--- config.mk ---
export PLATFORM = sky130hd
export DESIGN_NAME = aspf_port
export DESIGN_NICKNAME = d
export VERILOG_FILES = /design/src/include/aspf_pkg.sv /design/src/core/aspf_fifo.sv /design/src/core/aspf_port.sv
export VERILOG_INCLUDE_DIRS = /design/src /design/src/include
export SDC_FILE = /design/constraint.sdc
export NUM_CORES = 1
export LEC_CHECK = 0
export BUFFER_PORTS_ARGS = -buffer_cell sky130_fd_sc_hd__buf_4
export CORE_ASPECT_RATIO = 1.25
export CORE_MARGIN = 2
export CORE_UTILIZATION = 50
export DETAILED_ROUTE_END_ITERATION = 10
export GPL_ROUTABILITY_DRIVEN = 0
export PLACE_DENSITY_LB_ADDON = 0.2
export SETUP_SLACK_MARGIN = 0.5
export SKIP_LAST_GASP = 1
export SLEW_MARGIN = 20
export SYNTH_ARGS = -nofsm -noshare
export SYNTH_HDL_FRONTEND = slang
export SYNTH_SLANG_ARGS = --single-unit
--- constraint.sdc ---
create_clock -name clk_sys_in -period 8.27 [get_ports clk_sys_in]
set_input_delay 0 -clock clk_sys_in [delete_from_list [all_inputs] [get_ports clk_sys_in]]
set_output_delay 0 -clock clk_sys_in [all_outputs]
set_load 0.02 [all_outputs]
--- src/include/aspf_defs.svh ---
// Constants for the asynchronous serial port: register offsets, field positions,
// reset values and timing counts. Definitions only; included by the port and its FIFO.
// Function
// - Frame is start, data LSB first, parity, stop.
// - Five to eight data bits, both directions.
// - Even, odd, stick or no parity; 1/2 stops.
// - Divisor is 16-bit integer plus 6-bit fraction.
// - Tick at sixteen times baud; transmit divides.
// - Divisor and line settings latched on line write.
// - Transmit and receive enables, both set at reset.
// - Disable finishes current character before stopping.
// - Send while transmit FIFO holds data and enabled.
// - Busy until FIFO empty and shifter finished.
// - Start bit confirmed low at eighth tick.
// - Data sampled every sixteenth tick, then parity.
// - High stop valid else framing error; store word.
// - Sixteen-entry FIFOs; receive entries carry four flags.
// - Data read twelve bits, write pushes eight.
// - FIFOs single entry until FIFO enable set.
// - Empty, full flags and separate overrun status bit.
// - Trigger levels eighth through seven eighths, each FIFO.
// - Both trigger levels reset to one half.
`ifndef ASPF_DEFS_SVH
`define ASPF_DEFS_SVH

`define ASPF_OFF_DATA 12'h000
`define ASPF_OFF_RSR 12'h004
`define ASPF_OFF_FLAG 12'h018
`define ASPF_OFF_IBRD 12'h024
`define ASPF_OFF_FBRD 12'h028
`define ASPF_OFF_LCRH 12'h02C
`define ASPF_OFF_CTL 12'h030
`define ASPF_OFF_IFLS 12'h034
`define ASPF_OFF_LEVEL 12'h048

`define ASPF_LCR_BRK 0
`define ASPF_LCR_PEN 1
`define ASPF_LCR_EPS 2
`define ASPF_LCR_STP2 3
`define ASPF_LCR_FEN 4
`define ASPF_LCR_WLEN_LO 5
`define ASPF_LCR_SPS 7

`define ASPF_CTL_EN 0
`define ASPF_CTL_TXE 8
`define ASPF_CTL_RXE 9
`define ASPF_CTL_RESET 10'h300
`define ASPF_IFLS_RESET 6'h12

`define ASPF_FIFO_DEPTH 16
`define ASPF_FIFO_AW 4
`define ASPF_OVS_TICKS 16
`define ASPF_START_TICK 4'h7

`endif

--- src/include/aspf_pkg.sv ---
// Types shared by the asynchronous serial port and its FIFO.
// Assumes nothing beyond a SystemVerilog compiler.
package aspf_pkg;
  typedef enum logic [2:0] {ASPF_IDLE, ASPF_START, ASPF_DATA, ASPF_PAR, ASPF_STOP} aspf_state_type;
  typedef logic [11:0] aspf_addr_type;
  typedef logic [31:0] aspf_word_type;
endpackage

--- src/core/aspf_fifo.sv ---
// Flip-flop FIFO of sixteen entries whose usable depth can shrink to one.
// Assumes push is not asserted while full and pop not while empty.
`timescale 1ns/1ns
`include "aspf_defs.svh"
module aspf_fifo #(
  parameter int WIDTH = 8
) (
  // Clock and reset
  input wire logic clk_sys_in,
  input wire logic sys_rst_in,
  // Control
  input wire logic deep_in,
  input wire logic push_in,
  input wire logic [WIDTH-1:0] push_data_in,
  input wire logic pop_in,
  // Status
  output logic [WIDTH-1:0] head_out,
  output logic empty_out,
  output logic full_out,
  output logic [4:0] count_out
);
  import aspf_pkg::*;
  logic [WIDTH-1:0] mem_q [`ASPF_FIFO_DEPTH];
  logic [`ASPF_FIFO_AW-1:0] wr_q;
  logic [`ASPF_FIFO_AW-1:0] rd_q;
  logic [4:0] cnt_q;

  always_ff @(posedge clk_sys_in)
  begin
    if (push_in)
    begin
      mem_q[wr_q] <= push_data_in;
    end
  end

  always_ff @(posedge clk_sys_in)
  begin
    if (sys_rst_in)
    begin
      wr_q <= 4'h0;
      rd_q <= 4'h0;
      cnt_q <= 5'h00;
    end
    else
    begin
      if (push_in)
      begin
        wr_q <= wr_q + 4'h1;
      end
      if (pop_in)
      begin
        rd_q <= rd_q + 4'h1;
      end
      if (push_in && !pop_in)
      begin
        cnt_q <= cnt_q + 5'h01;
      end
      else if (pop_in && !push_in)
      begin
        cnt_q <= cnt_q - 5'h01;
      end
    end
  end

  assign head_out = mem_q[rd_q];
  assign empty_out = (cnt_q == 5'h00);
  // Holding-register mode: one entry counts as full
  assign full_out = deep_in ? (cnt_q == 5'h10) : (cnt_q != 5'h00);
  assign count_out = cnt_q;
endmodule // aspf_fifo

--- src/core/aspf_port.sv ---
// Asynchronous serial port: register port, fractional baud generator,
// transmitter, receiver and two FIFOs.
// Assumes a register master with one-cycle strobes and a synchronous receive line.
//
// Local design decisions: the address map and the address-and-strobe port.
`timescale 1ns/1ns
`include "aspf_defs.svh"
module aspf_port (
  // Clock and reset
  input wire logic clk_sys_in,
  input wire logic sys_rst_in,
  // Register port
  input wire aspf_pkg::aspf_addr_type reg_addr_in,
  input wire aspf_pkg::aspf_word_type reg_wdata_in,
  input wire logic reg_write_in,
  input wire logic reg_read_in,
  output aspf_pkg::aspf_word_type reg_rdata_out,
  // Serial lines
  input wire logic serial_in_line_in,
  output logic serial_out_line_out,
  // Status
  output logic busy_out,
  output logic tx_level_hit_out,
  output logic rx_level_hit_out
);
  import aspf_pkg::*;

  logic [15:0] integer_divisor_reg_q;
  logic [5:0] fraction_divisor_reg_q;
  logic [7:0] line_control_reg_q;
  logic [29:0] active_cfg_q;
  logic [9:0] control_reg_q;
  logic [5:0] fifo_level_select_reg_q;
  logic overrun_q;
  aspf_word_type rdata_q;

  logic [15:0] div_int;
  logic [5:0] div_frac;
  logic brk_send, pen, eps, stp2, fifo_enable_bit, sps;
  logic [1:0] wlen;
  logic [3:0] nbits;
  logic module_enable, transmit_enable_bit, receive_enable_bit;
  assign {div_int, div_frac} = active_cfg_q[29:8];
  assign brk_send = active_cfg_q[`ASPF_LCR_BRK];
  assign pen = active_cfg_q[`ASPF_LCR_PEN];
  assign eps = active_cfg_q[`ASPF_LCR_EPS];
  assign stp2 = active_cfg_q[`ASPF_LCR_STP2];
  assign fifo_enable_bit = active_cfg_q[`ASPF_LCR_FEN];
  assign wlen = active_cfg_q[`ASPF_LCR_WLEN_LO +: 2];
  assign sps = active_cfg_q[`ASPF_LCR_SPS];
  assign nbits = 4'h5 + {2'b00, wlen};
  assign module_enable = control_reg_q[`ASPF_CTL_EN];
  assign transmit_enable_bit = control_reg_q[`ASPF_CTL_TXE];
  assign receive_enable_bit = control_reg_q[`ASPF_CTL_RXE];

  logic wr_data, rd_data;
  assign wr_data = reg_write_in && (reg_addr_in == `ASPF_OFF_DATA);
  assign rd_data = reg_read_in && (reg_addr_in == `ASPF_OFF_DATA);

  // FIFOs
  logic tx_pop, tx_empty, tx_full, rx_push, rx_pop, rx_empty, rx_full;
  logic [7:0] tx_head;
  logic [11:0] rx_head, rx_word;
  logic [4:0] tx_count, rx_count;
  logic tx_push;
  assign tx_push = wr_data && !tx_full;
  assign rx_pop = rd_data && !rx_empty;

  aspf_fifo #(.WIDTH(8)) tx_fifo (
    .clk_sys_in(clk_sys_in),
    .sys_rst_in(sys_rst_in),
    .deep_in(fifo_enable_bit),
    .push_in(tx_push),
    .push_data_in(reg_wdata_in[7:0]),
    .pop_in(tx_pop),
    .head_out(tx_head),
    .empty_out(tx_empty),
    .full_out(tx_full),
    .count_out(tx_count)
  );

  aspf_fifo #(.WIDTH(12)) rx_fifo (
    .clk_sys_in(clk_sys_in),
    .sys_rst_in(sys_rst_in),
    .deep_in(fifo_enable_bit),
    .push_in(rx_push),
    .push_data_in(rx_word),
    .pop_in(rx_pop),
    .head_out(rx_head),
    .empty_out(rx_empty),
    .full_out(rx_full),
    .count_out(rx_count)
  );

  // Registers; line control write latches the whole 30-bit setting
  always_ff @(posedge clk_sys_in)
  begin
    if (sys_rst_in)
    begin
      integer_divisor_reg_q <= 16'h0000;
      fraction_divisor_reg_q <= 6'h00;
      line_control_reg_q <= 8'h00;
      active_cfg_q <= 30'h00000000;
      control_reg_q <= `ASPF_CTL_RESET;
      fifo_level_select_reg_q <= `ASPF_IFLS_RESET;
    end
    else if (reg_write_in)
    begin
      case (reg_addr_in)
        `ASPF_OFF_IBRD: integer_divisor_reg_q <= reg_wdata_in[15:0];
        `ASPF_OFF_FBRD: fraction_divisor_reg_q <= reg_wdata_in[5:0];
        `ASPF_OFF_LCRH:
        begin
          line_control_reg_q <= reg_wdata_in[7:0];
          active_cfg_q <= {integer_divisor_reg_q, fraction_divisor_reg_q,
                           reg_wdata_in[7:0]};
        end
        `ASPF_OFF_CTL: control_reg_q <= reg_wdata_in[9:0];
        `ASPF_OFF_IFLS: fifo_level_select_reg_q <= reg_wdata_in[5:0];
        default: ;
      endcase
    end
  end

  // Fractional baud generator: accumulate in 1/64 units, one tick per divisor
  logic [21:0] baud_acc_q;
  logic oversample_tick;
  logic [21:0] div_full;
  assign div_full = {div_int, div_frac};
  assign oversample_tick = (div_int != 16'h0000) && (baud_acc_q + 22'h000040 >= div_full);

  always_ff @(posedge clk_sys_in)
  begin
    if (sys_rst_in)
    begin
      baud_acc_q <= 22'h000000;
    end
    else if (oversample_tick)
    begin
      baud_acc_q <= baud_acc_q + 22'h000040 - div_full;
    end
    else
    begin
      baud_acc_q <= baud_acc_q + 22'h000040;
    end
  end

  // Transmitter
  aspf_state_type tx_state_q;
  logic [3:0] tx_tick_q;
  logic [3:0] tx_bit_q;
  logic [7:0] tx_shift_q;
  logic tx_par_q;
  logic tx_line_q;
  logic tx_bit_end;
  assign tx_bit_end = oversample_tick && (tx_tick_q == 4'hF);
  assign tx_pop = (tx_state_q == ASPF_IDLE) && !tx_empty && module_enable &&
                  transmit_enable_bit;

  always_ff @(posedge clk_sys_in)
  begin
    if (sys_rst_in)
    begin
      tx_state_q <= ASPF_IDLE;
      tx_tick_q <= 4'h0;
      tx_bit_q <= 4'h0;
      tx_shift_q <= 8'h00;
      tx_par_q <= 1'b0;
      tx_line_q <= 1'b1;
    end
    else
    begin
      if (oversample_tick)
      begin
        tx_tick_q <= tx_tick_q + 4'h1;
      end
      case (tx_state_q)
        ASPF_IDLE:
        begin
          tx_line_q <= 1'b1;
          if (tx_pop)
          begin
            tx_shift_q <= tx_head;
            tx_par_q <= 1'b0;
            tx_tick_q <= 4'h0;
            tx_line_q <= 1'b0;
            tx_state_q <= ASPF_START;
          end
        end
        ASPF_START:
        begin
          if (tx_bit_end)
          begin
            tx_bit_q <= 4'h0;
            tx_line_q <= tx_shift_q[0];
            tx_state_q <= ASPF_DATA;
          end
        end
        ASPF_DATA:
        begin
          if (tx_bit_end)
          begin
            tx_par_q <= tx_par_q ^ tx_shift_q[0];
            tx_shift_q <= {1'b0, tx_shift_q[7:1]};
            tx_bit_q <= tx_bit_q + 4'h1;
            if (tx_bit_q == nbits - 4'h1)
            begin
              if (pen)
              begin
                // Stick parity sends the inverted even-select bit
                tx_line_q <= sps ? !eps : (tx_par_q ^ tx_shift_q[0] ^ !eps);
                tx_state_q <= ASPF_PAR;
              end
              else
              begin
                tx_line_q <= 1'b1;
                tx_bit_q <= 4'h0;
                tx_state_q <= ASPF_STOP;
              end
            end
            else
            begin
              tx_line_q <= tx_shift_q[1];
            end
          end
        end
        ASPF_PAR:
        begin
          if (tx_bit_end)
          begin
            tx_line_q <= 1'b1;
            tx_bit_q <= 4'h0;
            tx_state_q <= ASPF_STOP;
          end
        end
        ASPF_STOP:
        begin
          if (tx_bit_end)
          begin
            tx_bit_q <= tx_bit_q + 4'h1;
            if (!stp2 || tx_bit_q == 4'h1)
            begin
              tx_state_q <= ASPF_IDLE;
            end
          end
        end
        default: tx_state_q <= ASPF_IDLE;
      endcase
    end
  end

  // Break forces the line low regardless of the shifter
  assign serial_out_line_out = tx_line_q && !brk_send;
  assign busy_out = !tx_empty || (tx_state_q != ASPF_IDLE);

  // Receiver
  aspf_state_type rx_state_q;
  logic [3:0] rx_tick_q;
  logic [3:0] rx_bit_q;
  logic [7:0] rx_shift_q;
  logic rx_par_err_q;
  logic rx_all_low_q;
  logic rx_sample;
  logic [7:0] rx_data_aligned;
  logic rx_frame_err, rx_break;
  assign rx_sample = oversample_tick && (rx_tick_q == `ASPF_START_TICK);
  assign rx_data_aligned = rx_shift_q >> (4'h8 - nbits);
  assign rx_frame_err = !serial_in_line_in;
  assign rx_break = rx_all_low_q && !serial_in_line_in;
  // Flags: break, overrun, parity, framing above the character
  // Parity accumulates every data bit, so it only counts as an error with parity on
  assign rx_word = {rx_break, rx_full, pen && rx_par_err_q, rx_frame_err, rx_data_aligned};
  assign rx_push = rx_sample && (rx_state_q == ASPF_STOP) && !rx_full;

  always_ff @(posedge clk_sys_in)
  begin
    if (sys_rst_in)
    begin
      rx_state_q <= ASPF_IDLE;
      rx_tick_q <= 4'h0;
      rx_bit_q <= 4'h0;
      rx_shift_q <= 8'h00;
      rx_par_err_q <= 1'b0;
      rx_all_low_q <= 1'b0;
    end
    else
    begin
      if (oversample_tick)
      begin
        rx_tick_q <= rx_tick_q + 4'h1;
      end
      case (rx_state_q)
        ASPF_IDLE:
        begin
          if (!serial_in_line_in && module_enable && receive_enable_bit)
          begin
            rx_tick_q <= 4'h0;
            rx_state_q <= ASPF_START;
          end
        end
        ASPF_START:
        begin
          if (rx_sample)
          begin
            rx_bit_q <= 4'h0;
            rx_par_err_q <= 1'b0;
            rx_all_low_q <= 1'b1;
            // A glitch shorter than half a bit is dropped
            rx_state_q <= serial_in_line_in ? ASPF_IDLE : ASPF_DATA;
          end
        end
        ASPF_DATA:
        begin
          if (rx_sample)
          begin
            rx_shift_q <= {serial_in_line_in, rx_shift_q[7:1]};
            rx_par_err_q <= rx_par_err_q ^ serial_in_line_in;
            rx_all_low_q <= rx_all_low_q && !serial_in_line_in;
            rx_bit_q <= rx_bit_q + 4'h1;
            if (rx_bit_q == nbits - 4'h1)
            begin
              rx_state_q <= pen ? ASPF_PAR : ASPF_STOP;
            end
          end
        end
        ASPF_PAR:
        begin
          if (rx_sample)
          begin
            // Error bit ends high when the received parity disagrees
            rx_par_err_q <= sps ? (serial_in_line_in != !eps)
                                : (rx_par_err_q ^ serial_in_line_in ^ !eps);
            rx_all_low_q <= rx_all_low_q && !serial_in_line_in;
            rx_state_q <= ASPF_STOP;
          end
        end
        ASPF_STOP:
        begin
          if (rx_sample)
          begin
            rx_state_q <= ASPF_IDLE;
          end
        end
        default: rx_state_q <= ASPF_IDLE;
      endcase
    end
  end

  // Overrun: a word arrived with no room; set wins over a clearing write
  always_ff @(posedge clk_sys_in)
  begin
    if (sys_rst_in)
    begin
      overrun_q <= 1'b0;
    end
    else if (rx_sample && (rx_state_q == ASPF_STOP) && rx_full)
    begin
      overrun_q <= 1'b1;
    end
    else if (reg_write_in && reg_addr_in == `ASPF_OFF_RSR)
    begin
      overrun_q <= 1'b0;
    end
  end

  // Trigger levels: 0..4 select 2,4,8,12,14 entries of sixteen
  function automatic logic [4:0] aspf_level(input logic [2:0] sel);
    case (sel)
      3'h0: aspf_level = 5'h02;
      3'h1: aspf_level = 5'h04;
      3'h2: aspf_level = 5'h08;
      3'h3: aspf_level = 5'h0C;
      default: aspf_level = 5'h0E;
    endcase
  endfunction
  assign tx_level_hit_out = fifo_enable_bit ? (tx_count <= aspf_level(fifo_level_select_reg_q[2:0]))
                                : tx_empty;
  assign rx_level_hit_out = fifo_enable_bit ? (rx_count >= aspf_level(fifo_level_select_reg_q[5:3]))
                                : !rx_empty;

  // Read data, valid the cycle after the read strobe
  always_ff @(posedge clk_sys_in)
  begin
    if (sys_rst_in)
    begin
      rdata_q <= 32'h00000000;
    end
    else if (reg_read_in)
    begin
      case (reg_addr_in)
        `ASPF_OFF_DATA: rdata_q <= {20'h00000, rx_head};
        `ASPF_OFF_RSR: rdata_q <= {28'h0000000, overrun_q, rx_head[11], rx_head[9:8]};
        `ASPF_OFF_FLAG: rdata_q <= {24'h000000, tx_empty, rx_full, tx_full, rx_empty,
                                    busy_out, 3'h0};
        `ASPF_OFF_IBRD: rdata_q <= {16'h0000, integer_divisor_reg_q};
        `ASPF_OFF_FBRD: rdata_q <= {26'h0000000, fraction_divisor_reg_q};
        `ASPF_OFF_LCRH: rdata_q <= {24'h000000, line_control_reg_q};
        `ASPF_OFF_CTL: rdata_q <= {22'h000000, control_reg_q};
        `ASPF_OFF_IFLS: rdata_q <= {26'h0000000, fifo_level_select_reg_q};
        `ASPF_OFF_LEVEL: rdata_q <= {22'h000000, rx_count, tx_count};
        default: rdata_q <= 32'h00000000;
      endcase
    end
    else
    begin
      rdata_q <= 32'h00000000;
    end
  end
  assign reg_rdata_out = rdata_q;
endmodule // aspf_port

==> qor.txt <==
R2R Path Start: baud_acc_q[6]$_SDFF_PP0_
RR Endpoint: rx_fifo.count_out[4]$_SDFFE_PP0P_
Initial DRC count: 1137
Clock root cell: clkbuf_16
Fraction of layout cells with a size suffix above 1: 15.9%
Area of placed instances: 0.0233 mm^2
GRT overflow: 0
First-pass GRT wire length: 81100 um
Final Cell Area: 0.0251 mm^2
DIE AREA: 0.0465 mm^2
Critical Path RT: 8.77 ns
Async set or reset register ratio after synthesis: 0%
Sequential share of power: 53.2%
Sw Pwr: 1.03 mW
Clock Power Share: 44.0%
Core area: 0.0441 mm^2
Gate power share: 2.8%
Vias: 14270
VDD IR max: 211 uV
Synth area leaders: edfxtp_1 43%, dfxtp_1 16%, mux4_2 10%
FF-to-FF path depth: 22
RSZ-0062 raised after global routing: no
Crit end category: register
# nets final: 1906
Max Freq: 0.167 GHz
Tcrit/Tclk final: 72.4%
Switching Fraction: 20.7%
Leak pwr: 8.33 nW
Post-synth top area cell: edfxtp_1
Initial antenna violation count: 0
Syn_area_per_cell: 12.8 um^2
Core Rows: 86
Post-synth top area share: 42.9%
CTS tree: built
Crit Path Class: reg2reg
Final worst path period need: 5.99 ns
Most common cell in the netlist: edfxtp_1
Endpoints failing setup: 0
Int Pwr: 3.96 mW
Pwr Density: 199 mW/mm^2
Slew Limit Fails: 0
Die width: 193 um
Post-route ant nets: 0
Cell count after synthesis: 1744
Clk slew on worst S/H paths: 0.06 ns
Worst Hold Class: in2reg
Fin. Hold Viols: 0
Ant diodes: 0
Yosys cell types: 82
Min Hold Slack: 0.0640 ns
Max FO, Critical Path: 16
Number of synthesized flops with an enable pin: 320
# clock sinks: 503
Hold Crit Endpoint: reg_rdata_out[9]$_SDFF_PP0_
Run status: complete, no violations
Worst-margin pin slew: 0.988 ns
Synthesis-stage register bit count: 503
Largest net degree at the start of global routing: 76
Post-synth top flop: edfxtp_1
Worst min-delay path startpoint: reg_addr_in[4]
Setup TNS: 0 ns
Area delta synth->final: 12.1%
Dpl hpwl: 34400 um
Initial Utilization: 50.8%
Resize count post-CTS: 0
Port Buffer Count: 52
Post-synth top cells: 320 x edfxtp_1, 193 x nand2_1, 183 x dfxtp_1, 138 x nor2_1, 116 x a21oi_1
CTS H-tree lvls: 2
Vias in the first global route: 13997
Final WL: 52400 um
CTS Buffer Depth: 3
Clk_lat worst skew: 0.58 ns
Tot GR Track Use: 22.7%
CP arrival: 6.49 ns
Synthesized cell area: 0.0224 mm^2
Postcts setup bufs: 0
Drt pass-1 iters: 6
Worst rel slew slack: 34.0%
Hold path depth: 4
Synth Warn #: 0
Vias per cell: 5.93
Total CTS buffers: 48
Drt wl/cell: 21.8 um
Count of boundary I/O pins: 85
DRC Markers: 0
Reg-to-reg slack, setup: 2.28 ns
Worst Skew: 0.0251 ns
Chip height: 241 um
Critical Path Start Type: register
Register area share after synthesis: 59.3%
Max cap viols: 0
[routing by layer]
metal | global-route usage (%) | share of wire [%] | routed length [um]
met1 | 29.7 | 42 | 21900
met2 | 38.7 | 50 | 26000
met3 | 3.03 | 5.1 | 2660
met4 | 8.91 | 3.6 | 1870
met5 | 0 | 0 | 0
[kinds of logic (layout without fill, tap and decap cells)]
kind of cell               Yosys count  in the layout  synth area share, %
other                                1             16               0.0167
AOI/OAI and AO/OA                  297            297                 8.80
DFF                                503            503                 59.3
adders and majority gates           57             57                 3.29
buffers and inverters              168            245                 3.25
xor gates and xnor gates            60             60                 2.35
and+or+nand+nor                    513            513                 10.9
muxes                              145            145                 12.1
[worst max-delay path, cell delays in order, from the launching register on]
cell      delay, ns
dfxtp_1        0.40
ha_1           0.24
nand3_1        0.16
nor2_1         0.23
nand2_1        0.10
xnor2_1        0.24
ha_1           0.33
nand2_1        0.19
o21ai_0        0.19
a21oi_1        0.26
o211ai_2       0.12
buf_4          0.21
o211ai_4       0.42
or3_1          0.66
clkinv_1       0.49
ha_1           0.35
inv_1          0.14
ha_1           0.29
a21o_1         0.19
a21oi_1        0.17
xnor2_1        0.10
or3_1          0.31
a21oi_1        0.14
[how the worst max path moves through the flow]
stage               slack, ns  cells past startpoint                                end                startpoint
floorplan                3.81                     21  rx_fifo.count_out[4]$_SDFFE_PP0P_  baud_acc_q[6]$_SDFF_PP0_
global placement         2.46                     22  rx_fifo.count_out[4]$_SDFFE_PP0P_  baud_acc_q[6]$_SDFF_PP0_
detailed placement       2.35                     22  rx_fifo.count_out[4]$_SDFFE_PP0P_  baud_acc_q[6]$_SDFF_PP0_
CTS                      2.31                     22  rx_fifo.count_out[4]$_SDFFE_PP0P_  baud_acc_q[6]$_SDFF_PP0_
global route             1.77                     21  rx_fifo.count_out[4]$_SDFFE_PP0P_  baud_acc_q[6]$_SDFF_PP0_
finish                   2.28                     22  rx_fifo.count_out[4]$_SDFFE_PP0P_  baud_acc_q[6]$_SDFF_PP0_
[stage by stage]
step / utilization [%] / cells / power, mW / setup WS, ns
global placement: 52.8 / 2299 / 2.83 / 2.46
global route: 56.9 / 2408 / 5.12 / 1.77
detailed placement: 52.8 / 2299 / 2.84 / 2.35
finish: 56.9 / 2408 / 4.99 / 2.28
floorplan: - / 1759 / 2.79 / 3.81
CTS: 56.9 / 2408 / 5.02 / 2.31
[sequential cells by signal, summed over array words and instances (netlist names), 10 cells and up, named ones only]
name,count
active_cfg_q,23
baud_acc_q,22
control_reg_q,10
integer_divisor_reg_q,16
reg_rdata_out,16
rx_fifo.mem_q,192
tx_fifo.mem_q,128
[power groups by stage]
stage | Clock [mW] | Sequential (mW) | Combinational, mW
finish | 2.19 | 2.65 | 0.140
global route | 2.32 | 2.65 | 0.150
CTS | 2.24 | 2.65 | 0.138
detailed placement | 0 | 2.71 | 0.129
global placement | 0 | 2.71 | 0.126
floorplan | 0 | 2.71 | 0.0858
[area by class of cell]
class	instances	area (um^2)
Timing Repair Buffer	103	831
Clock inverter	27	270
Tap cell	572	716
Fill cell	3578	19000
Inverter	56	210
Sequential cell	503	13300
Multi-Input combinational cell	1088	8510
Clock buffer	59	1280
[cell usage in the layout (no fill, tap or decap), types with 10 or more instances in the layout]
cell	instances
nor2b_1	22
inv_1	54
mux2i_1	38
conb_1	16
a21o_1	12
nand4_1	15
dfxtp_1	180
o21ai_0	33
buf_4	80
clkbuf_16	49
a211oi_1	20
dlygate4sd3_1	23
and2_1	13
edfxtp_1	320
nand2_1	192
o211ai_1	16
xnor2_1	30
nor2_1	134
a221oi_1	10
xor2_1	30
a21oi_1	116
and3_1	13
nand3_1	26
a31oi_1	11
a22oi_1	11
ha_1	54
clkinv_2	11
mux4_2	100
nor3_1	23
[repair_timing]
action                                  4_1_cts  5_1_grt
endpoints found under the setup margin        0        0
hold endpoints to repair                    185        0
hold buffers                                 23        0
Power figures use the tool's default switching activity.
